File: src/include/adcoc_regs.vh
// constants for the converter output and power control block
// assumes a 100 MHz ref_clk and a classic wishbone register slave
// Notes on behaviour
// RQ1: sample clock at most 80Msps, near 50% duty
// RQ2: stabilizer samples rising edge, makes own fall
// RQ3: stabilizer relocks after about hundred clocks
// RQ4: sample rate must stay at least 1Msps
// RQ5: overrange flag set outside full scale, clamp
// RQ6: offset binary codes midscale, top, bottom
// RQ7: twos complement is offset binary, msb inverted
// RQ8: four level strap picks format and stabilizer
// RQ9: output control high floats data and flag
// RQ10: do not toggle output control at speed
// RQ11: power down select low means normal run
// RQ12: select high, control high gives sleep
// RQ13: select high, control low gives nap
// RQ14: sleep and nap float all digital outputs
// RQ15: no stabilizer: track on fall, hold rise
// RQ16: one word per clock, fixed pipeline latency
`ifndef ADCOC_REGS_VH
`define ADCOC_REGS_VH
// register byte offsets
`define ADCOC_CTRL_ADDR      8'h00
`define ADCOC_STAT_ADDR      8'h04
`define ADCOC_CNT_ADDR       8'h08
// control field positions
`define ADCOC_CTRL_PDSEL     0
`define ADCOC_CTRL_OEN       1
`define ADCOC_CTRL_SAMPEN    2
`define ADCOC_CTRL_RST       3'h2
// strap codes
`define ADCOC_MODE_GND       2'h0
`define ADCOC_MODE_THIRD     2'h1
`define ADCOC_MODE_TWOTHIRD  2'h2
`define ADCOC_MODE_VDD       2'h3
// output codes
`define ADCOC_CODE_MID       10'h200
`define ADCOC_CODE_TOP       10'h3FF
`define ADCOC_CODE_BOT       10'h000
// timing
`define ADCOC_CLK_MHZ        100
`define ADCOC_RELOCK_CYC     100
`define ADCOC_NAP_CYC        100
`define ADCOC_SLEEP_MS       2
`define ADCOC_SLEEP_CYC      (`ADCOC_SLEEP_MS * 1000 * `ADCOC_CLK_MHZ)
`define ADCOC_PIPE_LAT       5
// power states
`define ADCOC_PS_RUN         2'h0
`define ADCOC_PS_NAP         2'h1
`define ADCOC_PS_SLEEP       2'h2
`define ADCOC_PS_WAKE        2'h3
`endif

File: src/hdl/adcoc_top.v
// digital side of a 10-bit sampling converter: format, clamp, tri-state,
// sleep and nap, stabilizer lock tracking, wishbone control registers
// assumes sample_strobe marks each conversion in the ref_clk domain and
// sample_code arrives as offset binary with over/under flags
`timescale 1ns/1ps
`include "adcoc_regs.vh"
module adcoc_top #(
  parameter SLEEP_CYC = `ADCOC_SLEEP_CYC
) (
  // clock, reset, enable
  input  wire        ref_clk,
  input  wire        sys_rst,
  input  wire        clk_en,
  // wishbone slave
  input  wire        wb_cyc_i,
  input  wire        wb_stb_i,
  input  wire        wb_we_i,
  input  wire [7:0]  wb_adr_i,
  input  wire [3:0]  wb_sel_i,
  input  wire [31:0] wb_dat_i,
  output reg  [31:0] wb_dat_o,
  output reg         wb_ack_o,
  // strap and pins from outside
  input  wire [1:0]  mode_strap,
  input  wire        power_down_pin,
  input  wire        out_ctrl_n_pin,
  // converter core result
  input  wire        sample_strobe,
  input  wire [9:0]  sample_code,
  input  wire        code_over,
  input  wire        code_under,
  input  wire        ext_clk_present,
  // parallel output
  output wire [9:0]  sample_word_o,
  output wire [9:0]  sample_word_oe_n,
  output wire        overrange_flag_o,
  output wire        overrange_flag_oe_n,
  output wire        sample_track,
  output wire        data_valid
);
  // pin synchronisers, two flops each
  reg [1:0] strap_s1_q, strap_s2_q;
  reg       pd_s1_q, pd_s2_q, oe_s1_q, oe_s2_q, clk_s1_q, clk_s2_q;
  // control register
  reg [2:0] ctrl_q;
  // decoded strap
  reg       twos_q, stab_q;
  // power state
  reg [1:0] ps_q;
  reg [31:0] wait_q;
  // stabilizer lock count
  reg [7:0] lock_q;
  reg       locked_q;
  // output pipeline
  reg [9:0] pipe_w_q [0:`ADCOC_PIPE_LAT-1];
  reg [`ADCOC_PIPE_LAT-1:0] pipe_f_q;
  reg [31:0] cnt_q;
  // effective pins: pin or register bit
  wire pd_sel  = pd_s2_q | ctrl_q[`ADCOC_CTRL_PDSEL];
  wire ctl_hi  = oe_s2_q | ctrl_q[`ADCOC_CTRL_OEN];
  wire wb_hit  = wb_cyc_i & wb_stb_i & ~wb_ack_o;
  wire powered = (ps_q == `ADCOC_PS_RUN);
  wire go      = clk_en & sample_strobe & powered &
                 ctrl_q[`ADCOC_CTRL_SAMPEN] & (locked_q | ~stab_q);
  // clamp and format the incoming code
  reg [9:0] fmt_w;
  reg       fmt_f;
  always @* begin
    fmt_f = code_over | code_under; // RQ5
    if (code_over)
      fmt_w = `ADCOC_CODE_TOP; // RQ5 RQ6
    else if (code_under)
      fmt_w = `ADCOC_CODE_BOT; // RQ6
    else
      fmt_w = sample_code;
    if (twos_q)
      fmt_w = {~fmt_w[9], fmt_w[8:0]}; // RQ7
  end
  // synchronise pins and decode strap
  always @(posedge ref_clk) begin
    if (sys_rst) begin
      strap_s1_q <= 2'h0;
      strap_s2_q <= 2'h0;
      pd_s1_q    <= 1'b0;
      pd_s2_q    <= 1'b0;
      oe_s1_q    <= 1'b0;
      oe_s2_q    <= 1'b0;
      clk_s1_q   <= 1'b0;
      clk_s2_q   <= 1'b0;
      twos_q     <= 1'b0;
      stab_q     <= 1'b0;
    end else if (clk_en) begin
      strap_s1_q <= mode_strap;
      strap_s2_q <= strap_s1_q;
      pd_s1_q    <= power_down_pin;
      pd_s2_q    <= pd_s1_q;
      oe_s1_q    <= out_ctrl_n_pin;
      oe_s2_q    <= oe_s1_q;
      clk_s1_q   <= ext_clk_present;
      clk_s2_q   <= clk_s1_q;
      // strap decode
      case (strap_s2_q)
        `ADCOC_MODE_GND:      begin twos_q <= 1'b0; stab_q <= 1'b0; end // RQ8
        `ADCOC_MODE_THIRD:    begin twos_q <= 1'b0; stab_q <= 1'b1; end // RQ8
        `ADCOC_MODE_TWOTHIRD: begin twos_q <= 1'b1; stab_q <= 1'b1; end // RQ8
        default:              begin twos_q <= 1'b1; stab_q <= 1'b0; end // RQ8
      endcase
    end
  end
  // stabilizer relock after clock loss
  always @(posedge ref_clk) begin
    if (sys_rst) begin
      lock_q   <= 8'h00;
      locked_q <= 1'b0;
    end else if (clk_en) begin
      if (!clk_s2_q || !stab_q) begin
        lock_q   <= 8'h00; // clock gone or stabilizer off, start over
        locked_q <= 1'b0;
      end else if (sample_strobe && !locked_q) begin
        if (lock_q == (`ADCOC_RELOCK_CYC - 1))
          locked_q <= 1'b1; // RQ3
        lock_q <= lock_q + 8'h01; // RQ3
      end
    end
  end
  // power state machine
  always @(posedge ref_clk) begin
    if (sys_rst) begin
      ps_q   <= `ADCOC_PS_RUN;
      wait_q <= 32'h0;
    end else if (clk_en) begin
      case (ps_q)
        `ADCOC_PS_RUN: begin
          if (pd_sel) // RQ11
            ps_q <= ctl_hi ? `ADCOC_PS_SLEEP : `ADCOC_PS_NAP; // RQ12 RQ13
        end
        `ADCOC_PS_NAP: begin
          if (!pd_sel) begin
            ps_q   <= `ADCOC_PS_WAKE;
            wait_q <= `ADCOC_NAP_CYC - 1; // RQ13
          end else if (ctl_hi)
            ps_q <= `ADCOC_PS_SLEEP; // RQ12
        end
        `ADCOC_PS_SLEEP: begin
          if (!pd_sel) begin
            ps_q   <= `ADCOC_PS_WAKE;
            wait_q <= SLEEP_CYC - 1; // RQ12
          end else if (!ctl_hi)
            ps_q <= `ADCOC_PS_NAP; // RQ13
        end
        `ADCOC_PS_WAKE: begin
          if (pd_sel)
            ps_q <= ctl_hi ? `ADCOC_PS_SLEEP : `ADCOC_PS_NAP;
          else if (wait_q == 32'h0)
            ps_q <= `ADCOC_PS_RUN;
          else
            wait_q <= wait_q - 32'h1;
        end
        default: ps_q <= `ADCOC_PS_RUN;
      endcase
    end
  end
  // output pipeline, one word per sample
  genvar gi;
  generate
    for (gi = 0; gi < `ADCOC_PIPE_LAT; gi = gi + 1) begin : g_pipe
      always @(posedge ref_clk) begin
        if (sys_rst) begin
          pipe_w_q[gi] <= `ADCOC_CODE_MID;
          pipe_f_q[gi] <= 1'b0;
        end else if (go) begin
          pipe_w_q[gi] <= (gi == 0) ? fmt_w : pipe_w_q[(gi == 0) ? 0 : gi-1]; // RQ16
          pipe_f_q[gi] <= (gi == 0) ? fmt_f : pipe_f_q[(gi == 0) ? 0 : gi-1]; // RQ16
        end
      end
    end
  endgenerate
  // sample counter for status
  always @(posedge ref_clk) begin
    if (sys_rst)
      cnt_q <= 32'h0;
    else if (go)
      cnt_q <= cnt_q + 32'h1;
  end
  // wishbone slave, one wait state, ack one cycle
  always @(posedge ref_clk) begin
    if (sys_rst) begin
      ctrl_q   <= `ADCOC_CTRL_RST;
      wb_ack_o <= 1'b0;
      wb_dat_o <= 32'h0;
    end else if (clk_en) begin
      wb_ack_o <= wb_hit;
      wb_dat_o <= 32'h0;
      // write lands at the edge where the master sees ack high
      if (wb_cyc_i && wb_stb_i && wb_ack_o && wb_we_i && wb_sel_i[0] &&
          wb_adr_i == `ADCOC_CTRL_ADDR)
        ctrl_q <= wb_dat_i[2:0];
      if (wb_hit) begin
        case (wb_adr_i)
          `ADCOC_CTRL_ADDR:
            wb_dat_o <= {29'h0, ctrl_q};
          `ADCOC_STAT_ADDR:
            wb_dat_o <= {24'h0, locked_q, stab_q, twos_q, ctl_hi,
                         pd_sel, data_valid, ps_q};
          `ADCOC_CNT_ADDR:
            wb_dat_o <= cnt_q;
          default:
            wb_dat_o <= 32'h0; // unmapped reads zero
        endcase
      end
    end
  end
  // tri-state control: enables low while driving
  wire drive = powered & ~ctl_hi; // RQ9 RQ14
  assign data_valid          = drive & (locked_q | ~stab_q);
  assign sample_word_o       = pipe_w_q[`ADCOC_PIPE_LAT-1];
  assign overrange_flag_o    = pipe_f_q[`ADCOC_PIPE_LAT-1];
  assign sample_word_oe_n    = {10{~drive}}; // RQ9 RQ14
  assign overrange_flag_oe_n = ~drive; // RQ9 RQ14
  // tracking phase: low clock without stabilizer
  assign sample_track        = powered & ~stab_q & ~sample_strobe; // RQ15 RQ2
endmodule

File: config.mk
export PLATFORM = sky130hd
export DESIGN_NAME = adcoc_top
export DESIGN_NICKNAME = d
export VERILOG_FILES = /design/src/hdl/adcoc_top.v
export VERILOG_INCLUDE_DIRS = /design/src /design/src/include
export SDC_FILE = /design/constraint.sdc
export NUM_CORES = 1
export LEC_CHECK = 0
export BUFFER_PORTS_ARGS = -buffer_cell sky130_fd_sc_hd__clkbuf_2
export CAP_MARGIN = 0
export CELL_PAD_IN_SITES_DETAIL_PLACEMENT = 1
export CELL_PAD_IN_SITES_GLOBAL_PLACEMENT = 2
export CORE_ASPECT_RATIO = 1.2
export CORE_UTILIZATION = 37
export DETAILED_ROUTE_END_ITERATION = 7
export HOLD_SLACK_MARGIN = 0.08
export PLACE_DENSITY = 0.88
export SLEW_MARGIN = 20
export SYNTH_ARGS = -nofsm -noshare
export SYNTH_HDL_FRONTEND = slang
export SYNTH_SLANG_ARGS = --single-unit
export TNS_END_PERCENT = 1
File: constraint.sdc
create_clock -name ref_clk -period 5.2 [get_ports ref_clk]
set_input_delay 1.04 -clock ref_clk [delete_from_list [all_inputs] [get_ports ref_clk]]
set_output_delay 1.04 -clock ref_clk [all_outputs]
set_load 0.02 [all_outputs]
### Word level (Yosys, flattened, before mapping)

Memory sizes are Yosys's and may differ from the RTL's.
Index checks and enable logic that the tools add are counted.

| word-level totals | value |
|---|---|
| bits in registers | 128 |
| bits in latches | 0 |
| memory bits (writable) | 50 |
| ROM bits | 0 |
| bits of input ports | 68 |
| output and inout bits | 57 |
| logic and storage cells | 128 |
| memories | 1 |

Memory list:

| memory | depth | width | rd ports | clocked after memory_dff | write ports | line | RTL |
|---|---|---|---|---|---|---|---|
| pipe_w_q | 5 | 10 | 5 | 0 | 5 | adcoc_top.v:55 | `` reg [9:0] pipe_w_q [0:`ADCOC_PIPE_LAT-1]; `` |

| operators by class | value |
|---|---|
| add/sub/neg operators | 3 |
| $mul | 0 |
| divide/modulo/power cells | 0 |
| order comparisons | 0 |
| equal/unequal tests | 16 |
| shifts and indexed selects | 0 |
| muxes and demuxes | 36 |
| bitwise gates (word level) | 25 |
| reductions and logical operators | 24 |

Operators by type and width:

| cell | count |
|---|---|
| 32-bit one-hot mux with 3 select lines | 2 |
| 32-bit two-way mux | 5 |
| 10-bit two-way mux | 8 |
| 32-bit by 1-bit adder with 32-bit output, second input constant | 1 |
| 32-bit zero test | 1 |
| 32-bit by 1-bit subtractor with 32-bit output, second input constant | 1 |
| 2-bit two-way mux | 8 |
| 8-bit two-way mux | 2 |
| 1-bit bitwise AND | 10 |
| 1-bit two-way mux | 10 |
| 2-bit inequality test, second input constant | 5 |
| 3-bit inequality test, second input constant | 3 |
| 1-bit OR | 9 |
| 8-bit by 1-bit adder with 8-bit output, second input constant | 1 |
| 8-bit by 3-bit equality test with 1-bit output, second input constant | 1 |
| 8-bit by 4-bit equality test with 1-bit output, second input constant | 1 |
| 8-bit by 7-bit equality test with 1-bit output, second input constant | 1 |
| 8-bit zero test | 1 |
| 2-bit one-hot mux with 4 select lines | 1 |
| 2-bit equality test, second input constant | 3 |
| 1-bit logical AND | 6 |
| 1-bit inverter | 6 |
| 6-bit AND reduction | 1 |
| 5-bit AND reduction | 1 |
| other kinds (9) | 16 |

### Longest topological paths before layout

| depth | value |
|---|---|
| word-level depth | 8 |
| depth in mapped cells | 9 |

### Least setup slack after synthesis

No wires, ideal clock.

| timing | value |
|---|---|
| path kind | input -> register |
| start | input sample_strobe |
| end | memory pipe_w_q[0][0], enable pin |
| library setup time | 596 ps |
| arrival time | 2,529 ps |
| data required time | 4,604 ps |
| setup slack | 2,075 ps |
| stages on the path | 4 |
| cell sequence | and3_1 nand3_1 clkbuf_1 nand2_1 |

RTL lines:

| item | line | RTL |
|---|---|---|
| start: declaration | adcoc_top.v:28 | `input wire sample_strobe,` |
| end: declaration | adcoc_top.v:55 |  |

### Worst setup path in the final report

| timing | value |
|---|---|
| start | register ps_q[0] |
| end | output sample_word_oe_n[0] |

| on the way | value |
|---|---|
| cells in the longest elaborated chain, start to end | 3 |

Ends and longest elaborated chain:

| item | line | RTL |
|---|---|---|
| start: declaration | adcoc_top.v:49 | `reg [1:0] ps_q;` |
| start signal: assignment | adcoc_top.v:129 | `` ps_q <= `ADCOC_PS_RUN; `` |
| start signal: assignment | adcoc_top.v:135 | `` ps_q <= ctl_hi ? `ADCOC_PS_SLEEP : `ADCOC_PS_NAP; `` |
| start signal: assignment | adcoc_top.v:139 | `` ps_q <= `ADCOC_PS_WAKE; `` |
| 2-bit zero test | - |  |
| 1-bit bitwise AND | adcoc_top.v:214 | `wire drive = powered & ~ctl_hi;` |
| 1-bit inverter | adcoc_top.v:218 | `assign sample_word_oe_n = {10{~drive}};` |
| end: declaration | adcoc_top.v:35 | `output wire [9:0] sample_word_oe_n,` |

No other way between the ends.

==> key figures <==
Die
  • Number of core rows: 57
  • Die Wd: 134 um
  • Starting density of the core: 37.9%
  • Die Outline Area: 0.0215 mm2
  • Vertical extent of the die: 160 um
  • I/O pin total: 125
  • Placeable core region: 0.0204 mm2

Power and ir drop
  • Leakage component of the power: 3.62 nW
  • Worst IR drop on VDD: 239 uV
  • Power Density: 335 mW/mm2

GRT
  • Initial antenna violation count: 0
  • GR Overflow Total: 0
  • Total GRT Usage: 17.3%
  • Global-route wire length before repair: 30,100 um
  • Largest net degree at the start of global routing: 55
  • Number of global-route vias before repair: 6,107

Timing
  • Portion of the clock cycle consumed by the worst path in the final layout: 58.4%
  • Slew of the pin with the lowest slew margin: 932 ps
  • Hold_ws: 457 ps
  • Max Fclk: 329 MHz
  • Worst Skew: 10.8 ps
  • Worst rel slew slack: 37.4%
  • Max-slew violations: 0
  • Post-route minimum period: 3030 ps
  • Sum of negative setup slack: 0 ps
  • Count of final hold-check violations: 0
  • Final number of setup-violating endpoints: 0
  • Unrepaired setup endpoints after global routing: false

Route
  • Iteration count of the initial detailed-routing pass: 4
  • WL/cell: 15.2 um
  • Iteration-0 DRC Markers: 325
  • Number of antenna-violating nets in the routed design: 0
  • WL final: 17,800 um
  • Via count of the routed design: 6,024
  • Detailed-route vias per instance: 5.15
  • Remaining design rule violation count: 0

Final layout
  • Number of inserted diodes: 0
  • Most used cells in the layout excluding fill and tap cells: sky130_fd_sc_hd__nor2_1, sky130_fd_sc_hd__dfxtp_1, sky130_fd_sc_hd__clkbuf_2, sky130_fd_sc_hd__a21oi_1
  • Filler cells: 2,403
  • Area overhead of the layout relative to synthesis: 15.8%
  • Layout net count: 965
  • Proportion of layout cells with a drive suffix above 1: 16.9%
  • Final Cell Area: 0.00896 mm2
  • Most common library cell in the layout ignoring fill and taps: sky130_fd_sc_hd__nor2_1

Logic synthesis
  • Post-synthesis cell area: 0.00774 mm2
  • Cells after Synth: 822
  • Synth area leaders: sky130_fd_sc_hd__dfxtp_1, sky130_fd_sc_hd__edfxtp_1, sky130_fd_sc_hd__nor2_1
  • Seq cells post-synth: 178
  • Async S/R FF share, synth: 0%
  • Synthesis Warnings: 0
  • Fraction of the yosys area taken by sequential cells: 52.5%
  • Post-synth net total: 895
  • Synth cell types: 56
  • Main flop type after synthesis: sky130_fd_sc_hd__dfxtp_1
  • Synth top area share: 33.1%
  • Cell accounting for the most synthesized area: sky130_fd_sc_hd__dfxtp_1
  • Number of enable flip-flop cells after synthesis: 50
  • Average footprint of a synthesized cell: 9.41 um2

Clock network
  • Number of clock buffers inserted by TritonCTS: 17
  • Count of clock tree sinks: 178
  • Clock tree from TritonCTS: yes
  • Count of buffers added by post-CTS timing repair for setup: 0
  • Root buffer cell: sky130_fd_sc_hd__clkbuf_16
  • Hold_buf cts: 0
  • Clock latency of the later-clocked register in the worst-skew pair: 440 ps
  • Clock slew at the register clock pins of the worst setup and hold paths: 70 ps
  • Deepest level of the CTS H-tree: 4
  • Largest buffer count on any clock path: 2
  • Number of cells upsized or downsized after cts: 0

Setup path
  • Startpoint types: flop
  • Category of the worst setup path capture point: primary output
  • Data arrival at the endpoint of the critical path: 1990 ps
  • Data required time of the worst path: 4160 ps
  • Maximum fanout encountered on the critical timing path: 18
  • Start-to-end type of the worst setup path: reg -> out

Placement
  • Placement Cell Area: 0.00836 mm2
  • Last weighted congestion value of the routability-driven placer: 0.754
  • Number of port buffers: 92
  • DP HPWL: 11,800 um

Worst hold path
  • Type of the worst min-delay path: reg -> reg

Flow run
  • Maximum capacitance violations: 0

Outcome
  • Run status: complete, no violations
metrics by stage:
stage / setup WS, ps / total power, W / util, % / cells
6_report: 2170 / 0.00300 / 43.9 / 1170
5_1_grt: 1950 / 0.00311 / 43.9 / 1170
4_1_cts: 2170 / 0.00303 / 43.9 / 1170
3_5_place_dp: 1880 / 0.00171 / 41.0 / 1138
3_3_place_gp: 1930 / 0.00171 / 41.0 / 1138
2_1_floorplan: 2080 / 0.00165 / - / 822
registers in the layout, summed over array words and instances (netlist names), 2 cells and up:
register / cells
ps_q: 2
wait_q: 32
wb_dat_o: 32
cnt_q: 32
strap_s2_q: 2
ctrl_q: 3
pipe_w_q: 50
pipe_f_q: 4
lock_q: 8
strap_s1_q: 2
cells in the mapped netlist (12+ instances only):
cell type and count:
sky130_fd_sc_hd__clkbuf_1 34, sky130_fd_sc_hd__buf_4 12, sky130_fd_sc_hd__nand4_1 13, sky130_fd_sc_hd__nand2_1 49
sky130_fd_sc_hd__nor4_1 13, sky130_fd_sc_hd__and3_1 50, sky130_fd_sc_hd__dfxtp_1 128, sky130_fd_sc_hd__nor3_1 25
sky130_fd_sc_hd__o21ai_0 19, sky130_fd_sc_hd__xor2_1 35, sky130_fd_sc_hd__nor2b_1 36, sky130_fd_sc_hd__edfxtp_1 50
sky130_fd_sc_hd__nor2_1 141, sky130_fd_sc_hd__xnor2_1 18, sky130_fd_sc_hd__or3_1 17, sky130_fd_sc_hd__a21oi_1 58
sky130_fd_sc_hd__mux2i_1 20, sky130_fd_sc_hd__nand3_1 27
where the power goes:
| group | internal [W] | switching, W |
|---|---|---|
| Sequential | 0.00145 | 0.0000182 |
| Clock | 0.000727 | 0.000592 |
| Combinational | 0.0000785 | 0.000135 |
critical path, cell delays in order, from the launching register on:
cell and delay [ps]:
sky130_fd_sc_hd__dfxtp_1 790, sky130_fd_sc_hd__nor2_1 170, sky130_fd_sc_hd__nand2_1 350, sky130_fd_sc_hd__clkbuf_2 250
path summary, 6_finish.rpt:
path | start | endpoint | slack [ps] | cells after the start
setup / recovery | ps_q[0]$_SDFFE_PP0P_ | sample_word_oe_n[0] | 2170 | 3
hold reg to reg | overrange_flag_o$_SDFFE_PP0P_ | overrange_flag_o$_SDFFE_PP0P_ | 460 | 2
setup reg to reg | wait_q[0]$_SDFFE_PP0P_ | wait_q[17]$_SDFFE_PP0P_ | 2250 | 8
hold / removal | overrange_flag_o$_SDFFE_PP0P_ | overrange_flag_o$_SDFFE_PP0P_ | 460 | 2
layout make-up:
type / count / area, um2 / share of cell area (%)
clock buffer: 19 / 433 / 4.83
sequential: 178 / 4060 / 45.4
clock inverter: 13 / 168 / 1.87
tap: 265 / 332 / 3.70
inverter: 8 / 30.0 / 0.335
timing repair buffer: 103 / 546 / 6.09
multi-input combinational: 584 / 3380 / 37.8
routing by layer:
layer	wire length, um	global-route usage (%)	up-vias
li1	-	-	3002
met1	8000	20.8	2911
met2	9010	30.6	90
met3	561	3.95	21
met4	236	5.01	0
met5	0	0	-
cell families (layout without fill, tap and decap cells):
kind of cell             Yosys count  after routing  share of synthesized area (%)
AO/OA/AOI/OAI                    106            106                           8.13
adder cells (fa/ha/maj)            5              5                          0.809
XOR/XNOR                          53             53                           6.00
multiplexers                      20             20                           2.59
flip-flops                       178            178                           52.5
AND/OR/NAND/NOR                  400            400                           26.2
buffers and inverters             60            143                           3.77
Note: power is estimated with default switching activity, not from simulation.
